$ cat config.mk
export PLATFORM = sky130hd
export DESIGN_NAME = iocsp_sequencer
export DESIGN_NICKNAME = d
export VERILOG_FILES = /design/src/iocsp_pkg.sv /design/src/iocsp_sequencer.sv
export SDC_FILE = /design/constraint.sdc
export NUM_CORES = 1
export LEC_CHECK = 0
export BUFFER_PORTS_ARGS = -buffer_cell sky130_fd_sc_hd__buf_2
export CAP_MARGIN = 15
export CORE_ASPECT_RATIO = 1.4
export CORE_MARGIN = 8
export CORE_UTILIZATION = 54
export CTS_CLUSTER_DIAMETER = 30
export DETAILED_ROUTE_END_ITERATION = 12
export PLACE_DENSITY = 0.8
export REMOVE_ABC_BUFFERS = 1
export SYNTH_ARGS = -nofsm -noshare
export SYNTH_HDL_FRONTEND = slang
export SYNTH_SLANG_ARGS = --single-unit
$ cat constraint.sdc
create_clock -name clock -period 2.35 [get_ports clock]
set_input_delay 0.1175 -clock clock [delete_from_list [all_inputs] [get_ports clock]]
set_output_delay 0.1175 -clock clock [all_outputs]
set_load 0.05 [all_outputs]
$ cat src/iocsp_pkg.sv
/*
 * Shared constants and carrier types for the I/O channel sequencer.
 * Assumes a single 100 MHz clock and an Avalon-MM host with 32-bit data.
 */
`default_nettype none
package iocsp_pkg;
    // ==========================================================
    // bus map, byte addresses
    localparam logic [3:0] ADDR_CTRL   = 4'h0;
    localparam logic [3:0] ADDR_MASK   = 4'h4;
    localparam logic [3:0] ADDR_LEVELS = 4'h8;
    localparam logic [3:0] ADDR_STATUS = 4'hC;
    // ==========================================================
    // control register fields
    localparam int CTRL_LOAD  = 0;
    localparam int CTRL_DISP  = 1;
    localparam int CTRL_INIT_LOAD = 2;
    localparam int CTRL_CLEAR = 3;
    localparam logic [3:0] CTRL_RESET = 4'h0;
    // ==========================================================
    // interrupt levels: 0 check, 1..24 maskable 0..23, 25 trace, 26 engineer
    localparam int NUM_LEVELS  = 27;
    localparam int NUM_MASKED  = 24;
    localparam int LVL_CHECK   = 0;
    localparam int LVL_TRACE   = 25;
    localparam int LVL_ENGR    = 26;
    localparam int GRP_A_BITS  = 15;
    localparam int GRP_B_BITS  = 12;
    localparam logic [23:0] MASK_RESET = 24'hFF_FFFF;
    // ==========================================================
    // phases and function codes
    localparam logic [2:0] PH0 = 3'h0;
    localparam logic [2:0] PH1 = 3'h1;
    localparam logic [2:0] PH2 = 3'h2;
    localparam logic [2:0] PH3 = 3'h3;
    localparam logic [2:0] PH4 = 3'h4;
    localparam logic [2:0] PH5 = 3'h5;
    localparam logic [2:0] PH6 = 3'h6;
    localparam logic [2:0] PH7 = 3'h7;
    localparam logic [2:0] FN_WRITE  = 3'h1;
    localparam logic [2:0] FN_READ   = 3'h2;
    localparam logic [2:0] FN_SINT   = 3'h3;
    localparam logic [2:0] FN_CTRL   = 3'h4;
    localparam logic [2:0] FN_IWRITE = 3'h5;
    localparam logic [2:0] FN_IREAD  = 3'h6;
    localparam logic [2:0] FN_SDEV   = 3'h7;
    localparam logic [1:0] ECYC_1 = 2'h1;
    localparam logic [1:0] ECYC_2 = 2'h2;
    localparam logic [1:0] ECYC_3 = 2'h3;

    typedef struct packed {
        logic       t_valid;
        logic [2:0] t_phase;
        logic       x_valid;
        logic [2:0] x_phase;
    } iocsp_phase_t;

    typedef struct packed {
        logic       io_start;
        logic [2:0] func_bits;
        logic       i1_cycle;
        logic       i2_cycle;
        logic       wait_state;
        logic       timer_shift;
        logic       brstore_instr;
        logic       instr_done;
        logic       brstore_done;
    } iocsp_cpu_t;

    typedef struct packed {
        logic write;
        logic read;
        logic sense_int;
        logic control;
        logic init_write;
        logic init_read;
        logic sense_dev;
    } iocsp_func_t;
endpackage : iocsp_pkg
`default_nettype wire

$ cat src/iocsp_sequencer.sv
/*
 * Channel sequencer: function register and decode, execute-I/O cycle flags,
 * adapter timing pulses A/B/C, interrupt polling, level latches and forced
 * branch-and-store request, with an Avalon-MM register slave.
 * Assumes phase strobes and cpu state come from logic on the same clock;
 * the shared input bus comes from adapter pins and is synchronised here.
 */
// Behaviour
// - function register loads at 5, clears after transfer
// - seven decoded outputs, one per function code
// - command flag on from E1 start to T7
// - non read/write transfer flag at T0 of E2
// - read/write transfer flag T0 of E3, off T7
// - read/write fetch address word E2, data E3
// - initialize commands load channel address in E2
// - control and sense exchange data in E2
// - pulse A on at phase 1, off at 5
// - pulse B on at 3 after A, off at 7
// - pulse C on at 0 and 4, off 2, 6
// - sixteen bus lines shared by two level groups
// - two poll signals, one per group, at 1 and 5
// - masked levels are never latched
// - any latched level stops polling, freezes selector
// - forced indirect branch-and-store, no storage, counter held
// - reset clears gate, selects levels 14-23 group
// - poll only while gated; first fetch only at 5
// - polling continues during wait via timer shift
// - polling suppressed in listed instructions and modes
// - poll 0-13 from 1 to 5, 14-23 5 to 1
// - reset sets all masks, clears all levels
// - fixed priority check, 0..23, trace, engineer
`default_nettype none
module iocsp_sequencer (
    input  wire logic                clock,
    input  wire logic                sys_rst,
    input  wire logic                clk_en,
    input  wire logic [3:0]          avs_address,
    input  wire logic                avs_read,
    input  wire logic                avs_write,
    input  wire logic [31:0]         avs_writedata,
    output logic      [31:0]         avs_readdata,
    output logic                     avs_waitrequest,
    input  wire iocsp_pkg::iocsp_phase_t phase,
    input  wire iocsp_pkg::iocsp_cpu_t   cpu,
    input  wire logic [15:0]         in_bus,
    output iocsp_pkg::iocsp_func_t   func_decode,
    output logic                     io_command_cycle_flag,
    output logic                     io_transfer_cycle_flag,
    output logic                     fetch_addr_to_acc,
    output logic                     load_chan_addr,
    output logic                     exchange_word,
    output logic                     data_word_xfer,
    output logic                     pulse_a,
    output logic                     pulse_b,
    output logic                     pulse_c,
    output logic                     poll_low_group,
    output logic                     poll_high_group,
    output logic                     any_interrupt,
    output logic                     branch_store_instruction,
    output logic                     inhibit_storage,
    output logic                     hold_counter,
    output logic      [4:0]          vector_level
);
    import iocsp_pkg::*;

    // ==========================================================
    // phase decode
    function automatic logic hit(input iocsp_phase_t p, input logic [2:0] n);
        hit = (p.t_valid && p.t_phase == n) || (p.x_valid && p.x_phase == n);
    endfunction

    wire ph0 = hit(phase, PH0);
    wire ph1 = hit(phase, PH1);
    wire ph2 = hit(phase, PH2);
    wire ph3 = hit(phase, PH3);
    wire ph4 = hit(phase, PH4);
    wire ph5 = hit(phase, PH5);
    wire ph6 = hit(phase, PH6);
    wire ph7 = hit(phase, PH7);

    // ==========================================================
    // execute-I/O sequencing
    logic [2:0] func_reg;
    logic [1:0] ecyc;
    logic       io_active;

    // one driver for the whole struct, so no partial drives of one variable
    assign func_decode = '{write:      func_reg == FN_WRITE,
                           read:       func_reg == FN_READ,
                           sense_int:  func_reg == FN_SINT,
                           control:    func_reg == FN_CTRL,
                           init_write: func_reg == FN_IWRITE,
                           init_read:  func_reg == FN_IREAD,
                           sense_dev:  func_reg == FN_SDEV};

    wire rw_cmd   = func_decode.write || func_decode.read;
    wire init_cmd = func_decode.init_write || func_decode.init_read;
    wire xfer_on  = ph0 && io_active && !io_transfer_cycle_flag
                    && (rw_cmd ? ecyc == ECYC_3 : ecyc == ECYC_2);
    wire xfer_end = io_transfer_cycle_flag && ph7;

    always_ff @(posedge clock) begin
        if (sys_rst) begin
            func_reg               <= 3'h0;
            ecyc                   <= 2'h0;
            io_active              <= 1'b0;
            io_command_cycle_flag  <= 1'b0;
            io_transfer_cycle_flag <= 1'b0;
        end else if (clk_en) begin
            if (cpu.io_start) begin
                io_active             <= 1'b1;
                ecyc                  <= ECYC_1;
                io_command_cycle_flag <= 1'b1;
            end else if (io_active && ph7) begin
                io_command_cycle_flag <= 1'b0;
                if (xfer_end)
                    io_active <= 1'b0;
                else
                    ecyc <= ecyc + 2'h1;
            end
            if (io_command_cycle_flag && ph5)
                func_reg <= cpu.func_bits;
            else if (xfer_end)
                func_reg <= 3'h0;
            if (xfer_on)
                io_transfer_cycle_flag <= 1'b1;
            else if (xfer_end)
                io_transfer_cycle_flag <= 1'b0;
        end
    end

    // the address word of a read/write lands in the accumulator, not the channel
    assign fetch_addr_to_acc = io_active && rw_cmd && ecyc == ECYC_2;
    assign data_word_xfer    = io_transfer_cycle_flag && rw_cmd;
    assign load_chan_addr    = io_transfer_cycle_flag && init_cmd;
    assign exchange_word     = io_transfer_cycle_flag
                               && (func_decode.control || func_decode.sense_int
                                   || func_decode.sense_dev);

    // ==========================================================
    // adapter timing pulses
    always_ff @(posedge clock) begin
        if (sys_rst) begin
            pulse_a <= 1'b0;
            pulse_b <= 1'b0;
            pulse_c <= 1'b0;
        end else if (clk_en) begin
            if (ph1)
                pulse_a <= 1'b1;
            else if (ph5)
                pulse_a <= 1'b0;
            if (ph3 && pulse_a)
                pulse_b <= 1'b1;
            else if (ph7 && !pulse_a)
                pulse_b <= 1'b0;
            if (ph0 || ph4)
                pulse_c <= 1'b1;
            else if (ph2 || ph6)
                pulse_c <= 1'b0;
        end
    end

    // ==========================================================
    // input bus synchroniser
    logic [15:0] bus_meta;
    logic [15:0] bus_sync;
    always_ff @(posedge clock) begin
        if (sys_rst) begin
            bus_meta <= 16'h0000;
            bus_sync <= 16'h0000;
        end else if (clk_en) begin
            bus_meta <= in_bus;
            bus_sync <= bus_meta;
        end
    end

    // ==========================================================
    // register file
    logic [3:0]            ctrl;
    logic [23:0]           mask;
    logic [NUM_LEVELS-1:0] levels;
    logic                  ack;
    logic                  gate_poll;
    logic                  poll_sel;   // high selects levels 0-13
    logic                  brstore_pend;

    wire req       = avs_read || avs_write;
    wire wr_take   = avs_write && ack && clk_en;
    wire wr_ctrl   = wr_take && avs_address == ADDR_CTRL;
    wire wr_mask   = wr_take && avs_address == ADDR_MASK;
    wire wr_levels = wr_take && avs_address == ADDR_LEVELS;
    assign avs_waitrequest = req && !ack;

    wire [31:0] status_word = {16'h0000, 2'h0, brstore_pend, any_interrupt,
                               poll_sel, gate_poll, io_transfer_cycle_flag,
                               io_command_cycle_flag, 5'h00, func_reg};
    wire [31:0] rd_mux = (avs_address == ADDR_CTRL)   ? {28'h000_0000, ctrl} :
                         (avs_address == ADDR_MASK)   ? {8'h00, mask} :
                         (avs_address == ADDR_LEVELS) ? {5'h00, levels} :
                         (avs_address == ADDR_STATUS) ? status_word : 32'h0000_0000;

    always_ff @(posedge clock) begin
        if (sys_rst) begin
            ack          <= 1'b0;
            avs_readdata <= 32'h0000_0000;
            ctrl         <= CTRL_RESET;
            mask         <= MASK_RESET;
        end else if (clk_en) begin
            ack <= req && !ack;
            if (avs_read && !ack)
                avs_readdata <= rd_mux;
            if (wr_ctrl)
                ctrl <= avs_writedata[3:0];
            if (wr_mask)
                mask <= avs_writedata[23:0];
        end
    end

    // ==========================================================
    // polling
    // timer shift stands in for stopped phase clocks during wait
    wire suppress = io_active || cpu.brstore_instr || ctrl[CTRL_LOAD] || ctrl[CTRL_DISP]
                    || ctrl[CTRL_INIT_LOAD] || ctrl[CTRL_CLEAR];
    wire wait_shift = cpu.wait_state && cpu.timer_shift;
    // a shift with the gate off reopens it: a frozen selector must not stall wait polling
    wire step_t1  = (ph1 && !cpu.i1_cycle) || (wait_shift && (!poll_sel || !gate_poll));
    wire step_t5  = ph5 || (wait_shift && poll_sel);
    wire latch_a  = gate_poll && poll_sel && step_t5;
    wire latch_b  = gate_poll && !poll_sel && step_t1;

    always_ff @(posedge clock) begin
        if (sys_rst) begin
            gate_poll <= 1'b0;
            poll_sel  <= 1'b0;
        end else if (clk_en) begin
            if (suppress || any_interrupt)
                gate_poll <= 1'b0;
            else if (step_t1) begin
                gate_poll <= 1'b1;
                poll_sel  <= 1'b1;
            end else if (step_t5 && gate_poll)
                poll_sel  <= 1'b0;
        end
    end

    assign poll_low_group  = gate_poll && poll_sel;
    assign poll_high_group = gate_poll && !poll_sel;

    // ==========================================================
    // level latches; bus lines are valid only while polled
    logic [NUM_LEVELS-1:0] grp_set;
    wire  [NUM_LEVELS-1:0] enable_mask = {2'b11, ~mask, 1'b1};
    always_comb begin
        grp_set = '0;
        if (latch_a)
            grp_set[GRP_A_BITS-1:0] = bus_sync[GRP_A_BITS-1:0];
        if (latch_b)
            grp_set[NUM_LEVELS-1:GRP_A_BITS] = bus_sync[GRP_B_BITS-1:0];
    end
    wire [NUM_LEVELS-1:0] next_levels =
        (levels & ~(wr_levels ? avs_writedata[NUM_LEVELS-1:0] : '0))
        | (grp_set & enable_mask);

    // lowest index wins
    function automatic logic [4:0] prio(input logic [NUM_LEVELS-1:0] v);
        prio = 5'h00;
        for (int i = NUM_LEVELS - 1; i >= 0; i--)
            if (v[i])
                prio = 5'(i);
    endfunction

    always_ff @(posedge clock) begin
        if (sys_rst) begin
            levels       <= '0;
            brstore_pend <= 1'b0;
            vector_level <= 5'h00;
        end else if (clk_en) begin
            levels <= next_levels;
            if (cpu.instr_done && any_interrupt && !brstore_pend) begin
                brstore_pend <= 1'b1;
                vector_level <= prio(levels);
            end else if (cpu.brstore_done)
                brstore_pend <= 1'b0;
        end
    end

    assign any_interrupt            = |levels;
    assign branch_store_instruction = brstore_pend;
    assign inhibit_storage          = brstore_pend && (cpu.i1_cycle || cpu.i2_cycle);
    assign hold_counter             = inhibit_storage;

    // ==========================================================
    // checks
    func_load_a: assert property (@(posedge clock) disable iff (sys_rst)
        clk_en && io_command_cycle_flag && ph5 && !cpu.io_start
        |=> func_reg == $past(cpu.func_bits))
        else $error("function register not loaded at phase 5");
    cmd_drop_a: assert property (@(posedge clock) disable iff (sys_rst)
        clk_en && io_command_cycle_flag && ph7 && !cpu.io_start |=> !io_command_cycle_flag)
        else $error("command flag not dropped at phase 7");
    xfer_rise_a: assert property (@(posedge clock) disable iff (sys_rst)
        $rose(io_transfer_cycle_flag) |-> ecyc == (rw_cmd ? ECYC_3 : ECYC_2))
        else $error("transfer flag rose in wrong execute cycle");
    pulse_b_a: assert property (@(posedge clock) disable iff (sys_rst)
        $rose(pulse_b) |-> $past(pulse_a) && $past(ph3))
        else $error("pulse B rose without pulse A at phase 3");
    pulse_c_a: assert property (@(posedge clock) disable iff (sys_rst)
        clk_en && (ph0 || ph4) |=> pulse_c)
        else $error("pulse C not set on phase 0 or 4");
    mask_block_a: assert property (@(posedge clock) disable iff (sys_rst)
        ((levels[NUM_MASKED:1] & ~$past(levels[NUM_MASKED:1])) & $past(mask)) == 24'h00_0000)
        else $error("masked level was latched");
    poll_freeze_a: assert property (@(posedge clock) disable iff (sys_rst)
        clk_en && any_interrupt |=> !gate_poll && poll_sel == $past(poll_sel))
        else $error("polling continued after interrupt");
    reset_poll_a: assert property (@(posedge clock)
        sys_rst |=> !gate_poll && !poll_sel && levels == '0 && mask == MASK_RESET)
        else $error("reset state of polling wrong");
    suppress_a: assert property (@(posedge clock) disable iff (sys_rst)
        clk_en && suppress |=> !poll_low_group && !poll_high_group)
        else $error("polling during suppressed state");
    first_fetch_a: assert property (@(posedge clock) disable iff (sys_rst)
        clk_en && cpu.i1_cycle && !cpu.wait_state && !gate_poll |=> !gate_poll)
        else $error("polling opened in first fetch cycle");
endmodule : iocsp_sequencer
`default_nettype wire

# [Yosys cells after proc, flatten, opt, wreduce, memory -nomap -nowiden]
# Cells that the tools add are included.
[totals] register_bits=137 in_bits=76 out_inout_bits=60 word_cells=220
[op_classes] n_addsub=1 eq_ne=27 mux=58 bitwise=6 n_reduce_logical=109
[op_table] cell="$mux 5" count=27
[op_table] cell="$mux 27" count=4
[op_table] cell="$and 27x27->27" count=2
[op_table] cell="$logic_and 1x1->1" count=48
[op_table] cell="$eq 3x3->1 const B" count=12
[op_table] cell="$not 27->27" count=1
[op_table] cell="$or 27x27->27" count=1
[op_table] cell="$reduce_or 27->1" count=1
[op_table] cell="$logic_or 1x1->1" count=25
[op_table] cell="$not 24->24" count=1
[op_table] cell="$reduce_and 2->1" count=12
[op_table] cell="$reduce_bool 2->1" count=10
[op_table] cell="$mux 1" count=19
[op_table] cell="$eq 3x2->1 const B" count=6
[op_table] cell="$mux 15" count=1
[op_table] cell="$mux 14" count=1
[op_table] cell="$mux 12" count=1
[op_table] cell="$eq 3x1->1 const B" count=3
[op_table] cell="$reduce_and 3->1" count=3
[op_table] cell="$eq 4x4->1 const B" count=2
[op_table] cell="$logic_not 1->1" count=7
[op_table] cell="$logic_not 3->1" count=2
[op_table] cell="$mux 2" count=3
[op_table] cell="$mux 3" count=2
[op_table] cell="6 further kinds" count=7

# [Logic depth before layout (Yosys ltp)]
# Gate-level depths: netlist of run 1.
[logic_depth] word_depth=27 mapped_depth=7

# [Worst setup path after synthesis of run 1]
# Ideal clock, no wire load.
[synth_path] path_kind="reg-to-output" start="register func_reg[0]" end="output port data_word_xfer" t_arrival_ns=2.642 setup_slack_ns=-0.410 path_stages_with_launch=4 cell_sequence="dfxtp_1 > nor3b_1 > nor2_1 > nor2b_1"
[synth_rtl] element="start, declared" line_no="iocsp_sequencer.sv:83" text="logic [2:0] func_reg;"
[synth_rtl] element="start signal, assigned" line_no="iocsp_sequencer.sv:122" text="func_reg <= cpu.func_bits;"
[synth_rtl] element="end, declared" line_no="iocsp_sequencer.sv:52" text="output logic data_word_xfer,"

# [Worst setup path after layout of run 1]
[layout_path] start="register levels[20]" end="register poll_sel"
[layout_via] elab_chain_cells=4
[layout_rtl] element="start, declared" line_no="iocsp_sequencer.sv:181" text="logic [NUM_LEVELS-1:0] levels;"
[layout_rtl] element="start signal, assigned" line_no="iocsp_sequencer.sv:278" text="levels <= next_levels;"
[layout_rtl] element="$reduce_or 27->1" line_no="iocsp_sequencer.sv:287" text="assign any_interrupt = |levels;"
[layout_rtl] element="$logic_or 1x1->1" line_no="iocsp_sequencer.sv:236" text="if (suppress || any_interrupt)"
[layout_rtl] element="$not 1->1 (no source line)"
[layout_rtl] element="$reduce_and 3->1 (no source line)"
[layout_rtl] element="end signal, assigned" line_no="iocsp_sequencer.sv:234" text="poll_sel <= 1'b0;"
[layout_rtl] element="end signal, assigned" line_no="iocsp_sequencer.sv:240" text="poll_sel <= 1'b1;"
[layout_rtl] element="end signal, assigned" line_no="iocsp_sequencer.sv:242" text="poll_sel <= 1'b0;"
[layout_rtl] element="end, declared" line_no="iocsp_sequencer.sv:184" text="logic poll_sel;"
# No other way between the ends.
# A chain may end at the register's enable or synchronous reset.

==> results of run 1 <==
-- kinds of logic after synthesis --
| logic type | Yosys count | synth area share |
|---|---|---|
| flip-flops | 132 | 0.455 |
| XOR/XNOR | 1 | 0.00151 |
| buffers and inverters | 73 | 0.0523 |
| multiplexers | 47 | 0.0810 |
| other | 1 | 0.000646 |
| adder cells (fa/ha/maj) | 2 | 0.00431 |
| AO/OA/AOI/OAI | 147 | 0.187 |
| AND/OR/NAND/NOR | 270 | 0.218 |
-- power groups by stage --
| stage | registers (uW) | logic [uW] | clock network [uW] |
|---|---|---|---|
| 2_1_floorplan | 2460 | 190 | 0 |
| 3_3_place_gp | 2380 | 485 | 0 |
| 3_5_place_dp | 2380 | 495 | 0 |
| 4_1_cts | 2340 | 552 | 2670 |
| 5_1_grt | 2340 | 595 | 2790 |
| 6_report | 2340 | 558 | 2670 |
-- layer usage --
metal	GRT usage	part of all wire	wire, um
met5	0	0	0
met4	0.114	0.032	607
met3	0.0698	0.076	1430
met2	0.442	0.50	9390
met1	0.278	0.39	7300
-- through the flow --
stage                     cells  hold slack, ps  setup slack [ps]  setup TNS [ps]
after floorplan             630             187              -622          -13670
after global placement      921             354               236               0
after detailed placement    921             360               188               0
after CTS                   994            4.93               132               0
after global routing        994            17.2             0.310               0
final                       994            21.7               130               0
-- path summary, 6_finish.rpt --
| check | end | slack (ps) | depth (start not counted) |
|---|---|---|---|
| setup reg to reg | poll_sel | 130 | 7 |
| hold / removal | branch_store_instruction | 20 | 4 |
| setup / recovery | poll_sel | 130 | 7 |
| hold reg to reg | avs_readdata[3] | 450 | 2 |
-- worst max-delay path: cells and delay by family (launching register included) --
kind            cells  cell delay (ps)
compound gates      2              300
simple gates        4             1260
buf+inv             1              180
flops               1              350
-- final cells by class --
| class | instances | share of cell area |
|---|---|---|
| multi-input combinational | 472 | 0.380 |
| sequential | 132 | 0.344 |
| timing repair buffer | 192 | 0.163 |
| clock buffer | 22 | 0.0605 |
| tap | 141 | 0.0230 |
| clock inverter | 9 | 0.0168 |
| inverter | 26 | 0.0127 |
-- layout by cell type, fill, tap and decap left out, types with 5 or more instances in the layout --
cell type | synthesis | final
a32o_1 | 12 | 12
buf_2 | 3 | 124
buf_4 | 7 | 25
nand2_1 | 78 | 78
o21ai_0 | 19 | 19
nor2b_1 | 18 | 18
inv_1 | 25 | 25
a32oi_1 | 14 | 14
and2_1 | 6 | 6
a21oi_1 | 24 | 24
conb_1 | 1 | 5
nand3_1 | 11 | 11
nor3b_1 | 6 | 5
o211ai_1 | 16 | 16
a22oi_1 | 11 | 11
nor3_1 | 20 | 20
clkbuf_16 | 0 | 17
nor2_1 | 101 | 100
dfxtp_1 | 132 | 132
a22o_1 | 8 | 8
dlygate4sd3_1 | 0 | 42
mux2i_1 | 47 | 47
a221oi_1 | 19 | 19
a211oi_1 | 5 | 5
nor4_1 | 6 | 5
-- what timing repair did --
action,in CTS,in global routing
endpoints found under the hold margin,43,0
gates resized for setup,0,3
endpoints found under the setup margin,0,1
hold buffers,42,0
==> flow_metrics.env, run 1 <==
export IMPL_status="finished, final reports clean"
export IMPL_critical_path_class="reg -> reg"
export IMPL_drive_gt1_frac=0.223
export IMPL_drtPass1Iterations=5
export IMPL_ir_drop_mv=0.693
export IMPL_rr_startpoint="levels[20]"
export IMPL_final_nets=919
export IMPL_critPathLaunchType="register"
export IMPL_multiInputGateArea_um2=2920
export IMPL_placed_area_um2=6640
export IMPL_fin_crit_ps=2220
export IMPL_ys_seq_elements=132
export IMPL_combPwrFrac=0.100
export IMPL_hp_start="cpu[0]"
export IMPL_floorplan_die_area_um2=14400
export IMPL_finalClockSkew_ps=8.62
export IMPL_tightest_slew_ps=637
export IMPL_hold_path_class="in -> reg"
export IMPL_cts_made_buffers=17
export IMPL_die_width_um=104
export IMPL_fill_cells=810
export IMPL_grtUsageTotal=0.253
export IMPL_die_y_um=139
export IMPL_area_growth_pct=32.1
export IMPL_ant_nets=0
export IMPL_synth_area_leaders="dfxtp_1 (45%), mux2i_1 (8.1%), nor2_1 (6.5%)"
export IMPL_syn_inst=673
export IMPL_cpMaxStageDelayCell="or4_4"
export IMPL_fmax_mhz=450
export IMPL_switchingPower_uw=1340
export IMPL_internal_power_uw=4220
export IMPL_via_per_inst=5.92
export IMPL_grt_pass1_wl_um=30000
export IMPL_htreeDepth=4
export IMPL_ff_latch_area_um2=2640
export IMPL_switching_share=0.241
export IMPL_wire_per_inst_um=18.8
export IMPL_synthFlopType="dfxtp_1"
export IMPL_tritoncts="built"
export IMPL_routed_via_count=5887
export IMPL_endpoint_kind="register"
export IMPL_rows=45
export IMPL_synth_edf_count=0
export IMPL_cp_slowest_stage_delay_ps=500
export IMPL_antenna_found_initial=0
export IMPL_fin_area_um2=7670
export IMPL_syn_area_um2=5810
export IMPL_grt_pass1_vias=5937
export IMPL_synth_seq_area_share=0.455
export IMPL_drv_slew=0
export IMPL_synth_top_cell_area_share=0.455
export IMPL_postCtsSetupBuffers=0
export IMPL_synth_top_cell_by_area="dfxtp_1"
export IMPL_synth_distinct_cells=55
export IMPL_clk_pin_slew_ps=50
export IMPL_p_seq_frac=0.420
export IMPL_reg_largest_list="avs_readdata (27), levels (27), mask (24)"
export IMPL_synth_commonest_cells="dfxtp_1 (132), nor2_1 (101), nand2_1 (78)"
export IMPL_critPathLaunch="levels[20]"
export IMPL_p_per_area_nw_per_um2=725
export IMPL_diodes=0
export IMPL_cts_buffer_depth=2
export IMPL_drtIter0Drc=527
export IMPL_worst_path_max_fanout=5
export IMPL_final_hold_viol_count=0
export IMPL_post_route_util=0.721
export IMPL_dp_hpwl_um=13000
export IMPL_drc=0
export IMPL_async_flop_share=0
export IMPL_leakagePower_uw=0.00336
export IMPL_max_slew_margin_rel=0.572
export IMPL_maxCapViolCount=0
export IMPL_yosys_warnings=0
export IMPL_clk_latency_ps=410
export IMPL_fin_crit_sh=0.945
export IMPL_core_um2=10600
export IMPL_drt_total_wl_um=18700
export IMPL_io_pins=136
export IMPL_root_buffer="clkbuf_16"
export IMPL_fin_total_pwr_uw=5560
export IMPL_path_cells="nor4_1 -> buf_4 -> nand3_1 -> or2_1 -> or4_4 -> o21ai_0 -> a21oi_1"
export IMPL_grt_ovfl_total=0
export IMPL_crit_arrival_ps=2490
export IMPL_finalSetupViolCount=0
export IMPL_clkPwrFrac=0.480
export IMPL_worstPathRequired_ps=2620
export IMPL_syn_avg_cell_area_um2=8.63
export IMPL_rsz0062_at_grt="no"
export IMPL_portBuffers=124
export IMPL_synth_most_common_cell="dfxtp_1"
export IMPL_grt_max_degree=53
export IMPL_cts_sinks=132
export IMPL_initial_core_util=0.546
export IMPL_gp_congestion=0.946
No activity file was read; power rests on OpenSTA's default activity.
==> inputs of run 2 (changes only) <==
--- a/config.mk
+++ b/config.mk
@@ -13,6 +13,7 @@
 export CTS_CLUSTER_DIAMETER = 30
 export DETAILED_ROUTE_END_ITERATION = 12
 export PLACE_DENSITY = 0.8
+export RECOVER_POWER = 25
 export REMOVE_ABC_BUFFERS = 1
 export SYNTH_ARGS = -nofsm -noshare
 export SYNTH_HDL_FRONTEND = slang
==> run 2 against run 1 <==
  * Critical path type unchanged
  * First-iteration DRC count up 7.2%
  * Sequential power barely moved
  * Worst hold slack worse by 2.5 ps
  * Largest power group unchanged
  * Combinational power decreased by 1%
  * Maximum frequency up 0.18%
  * Clock skew is essentially flat
  * Non-clock buffer count unchanged
==> flow_metrics.env, run 2 (synthesis gave the netlist of run 1 again) <==
export IMPL_status="finished, final reports clean"
export IMPL_reg2reg_slack_ps=130
export IMPL_leakagePower_uw=0.00322
export IMPL_worst_path_max_fanout=5
export IMPL_io_pins=136
export IMPL_routed_via_count=5951
export IMPL_grtUsageTotal=0.253
export IMPL_pre_cts_slack_ps=188
export IMPL_reg_largest_list="avs_readdata (27), levels (27), mask (24)"
export IMPL_grt_ovfl_total=0
export IMPL_setup_ws_ps=134
export IMPL_die_y_um=139
export IMPL_grt_pass1_vias=5937
export IMPL_cts_made_buffers=17
export IMPL_critical_path_class="reg -> reg"
export IMPL_cts_buffer_depth=2
export IMPL_worst_r2r_cell_count=7
export IMPL_htreeDepth=4
export IMPL_core_um2=10600
export IMPL_clk_pin_slew_ps=50
export IMPL_worstPathRequired_ps=2630
export IMPL_cts_sinks=132
export IMPL_crit_buf_inv=1
export IMPL_final_hold_viol_count=0
export IMPL_via_per_inst=5.99
export IMPL_holdPathStages=4
export IMPL_final_cell_mix="dfxtp_1 (132), nor2_1 (100), buf_2 (91)"
export IMPL_grt_max_degree=53
export IMPL_root_buffer="clkbuf_16"
export IMPL_clk_latency_ps=410
export IMPL_fin_crit_ps=2220
export IMPL_wire_per_inst_um=18.8
export IMPL_ir_drop_mv=0.691
export IMPL_fin_tns_setup_ps=0
export IMPL_ant_nets=0
export IMPL_die_width_um=104
export IMPL_finalSetupViolCount=0
export IMPL_fill_cells=836
export IMPL_max_slew_margin_rel=0.569
export IMPL_critical_path_depth=7
export IMPL_antenna_found_initial=0
export IMPL_drc=0
export IMPL_final_nets=919
export IMPL_diodes=0
export IMPL_initial_core_util=0.546
export IMPL_crit_arrival_ps=2490
export IMPL_gp_congestion=0.946
export IMPL_fin_total_pwr_uw=5560
export IMPL_cpLargestDelayFamily="simple AND/OR/NAND/NOR gates"
export IMPL_portBuffers=124
export IMPL_layout_commonest_cell="dfxtp_1"
export IMPL_grt_pass1_wl_um=30000
export IMPL_drtIter0Drc=565
export IMPL_floorplan_die_area_um2=14400
export IMPL_regToRegEndpoint="poll_sel"
export IMPL_cp_slowest_stage_delay_ps=500
export IMPL_hp_start="cpu[0]"
export IMPL_stdcell_count=994
export IMPL_maxCapViolCount=0
export IMPL_hold_path_class="in -> reg"
export IMPL_rows=45
export IMPL_drive_gt1_frac=0.183
export IMPL_path_cells="nor4_1 -> buf_4 -> nand3_1 -> or2_1 -> or4_4 -> o21ai_0 -> a21oi_1"
export IMPL_fmax_mhz=451
export IMPL_fin_crit_sh=0.943
export IMPL_cpMaxStageDelayCell="or4_4"
export IMPL_finalClockSkew_ps=8.13
export IMPL_p_per_area_nw_per_um2=729
export IMPL_rsz0062_at_grt="no"
export IMPL_dp_hpwl_um=13000
export IMPL_tightest_slew_ps=642
export IMPL_endpoint_kind="register"
export IMPL_min_to="branch_store_instruction"
export IMPL_dp_cells=921
export IMPL_area_growth_pct=31.3
export IMPL_drtPass1Iterations=8
export IMPL_critPathLaunchType="register"
export IMPL_drt_total_wl_um=18700
export IMPL_drv_slew=0
export IMPL_tritoncts="built"
export IMPL_rr_startpoint="levels[20]"
==> run 2: cell count changes in the layout (fill, tap and decap cells not counted), sizes merged <==
cell	previous run	this run
buf	150	116
clkbuf	22	56
==> run 2: layout make-up <==
type                       count  area, um2  area share
inverter                      26       97.6      0.0128
tap                          141        176      0.0231
timing repair buffer         192       1200       0.158
sequential                   132       2640       0.346
clock buffer                  22        464      0.0608
clock inverter                 9        129      0.0169
multi-input combinational    472       2920       0.382
==> run 2: worst max path at each step <==
stage | start | to | slack (ps)
2_1_floorplan | avs_address[1] | mask[14] | -620
3_3_place_gp | levels[4] | poll_sel | 240
3_5_place_dp | levels[12] | poll_sel | 190
4_1_cts | levels[12] | poll_sel | 130
5_1_grt | levels[20] | poll_sel | 0.3
6_report | levels[20] | poll_sel | 130
==> run 2: power by group <==
part | internal (uW) | switching [uW] | leakage (uW) | total [uW]
Sequential | 2300 | 41.8 | 0.00107 | 2340
Combinational | 203 | 349 | 0.00187 | 551
Clock | 1710 | 954 | 0.000286 | 2670
==> run 2: stage by stage <==
step / utilization / hold WS [ps] / cell area [um2]
floorplan: - / 187 / 5620
global placement: 0.624 / 354 / 6640
detailed placement: 0.624 / 360 / 6640
CTS: 0.719 / 4.93 / 7650
global route: 0.717 / 17.2 / 7630
finish: 0.717 / 19.2 / 7630
==> run 2: worst min-delay path: stages <==
cell and delay (ps):
buf_2 80, nand2_1 50, nand2_1 70, a21oi_1 60
==> run 2: per-layer routing <==
layer,routed length (um),vias up,part of all wire,track usage
met5,0,-,0,0
met4,706,0,0.038,0.114
met3,1370,53,0.073,0.0698
met2,9320,300,0.50,0.442
met1,7290,2858,0.39,0.278
li1,-,2740,-,-
==> run 2: what timing repair did <==
action | CTS | global route
setup buffers | 0 | 0
hold buffers | 42 | 0
setup endpoints to repair | 0 | 1
gates resized for setup | 0 | 3
hold endpoints to repair | 43 | 0
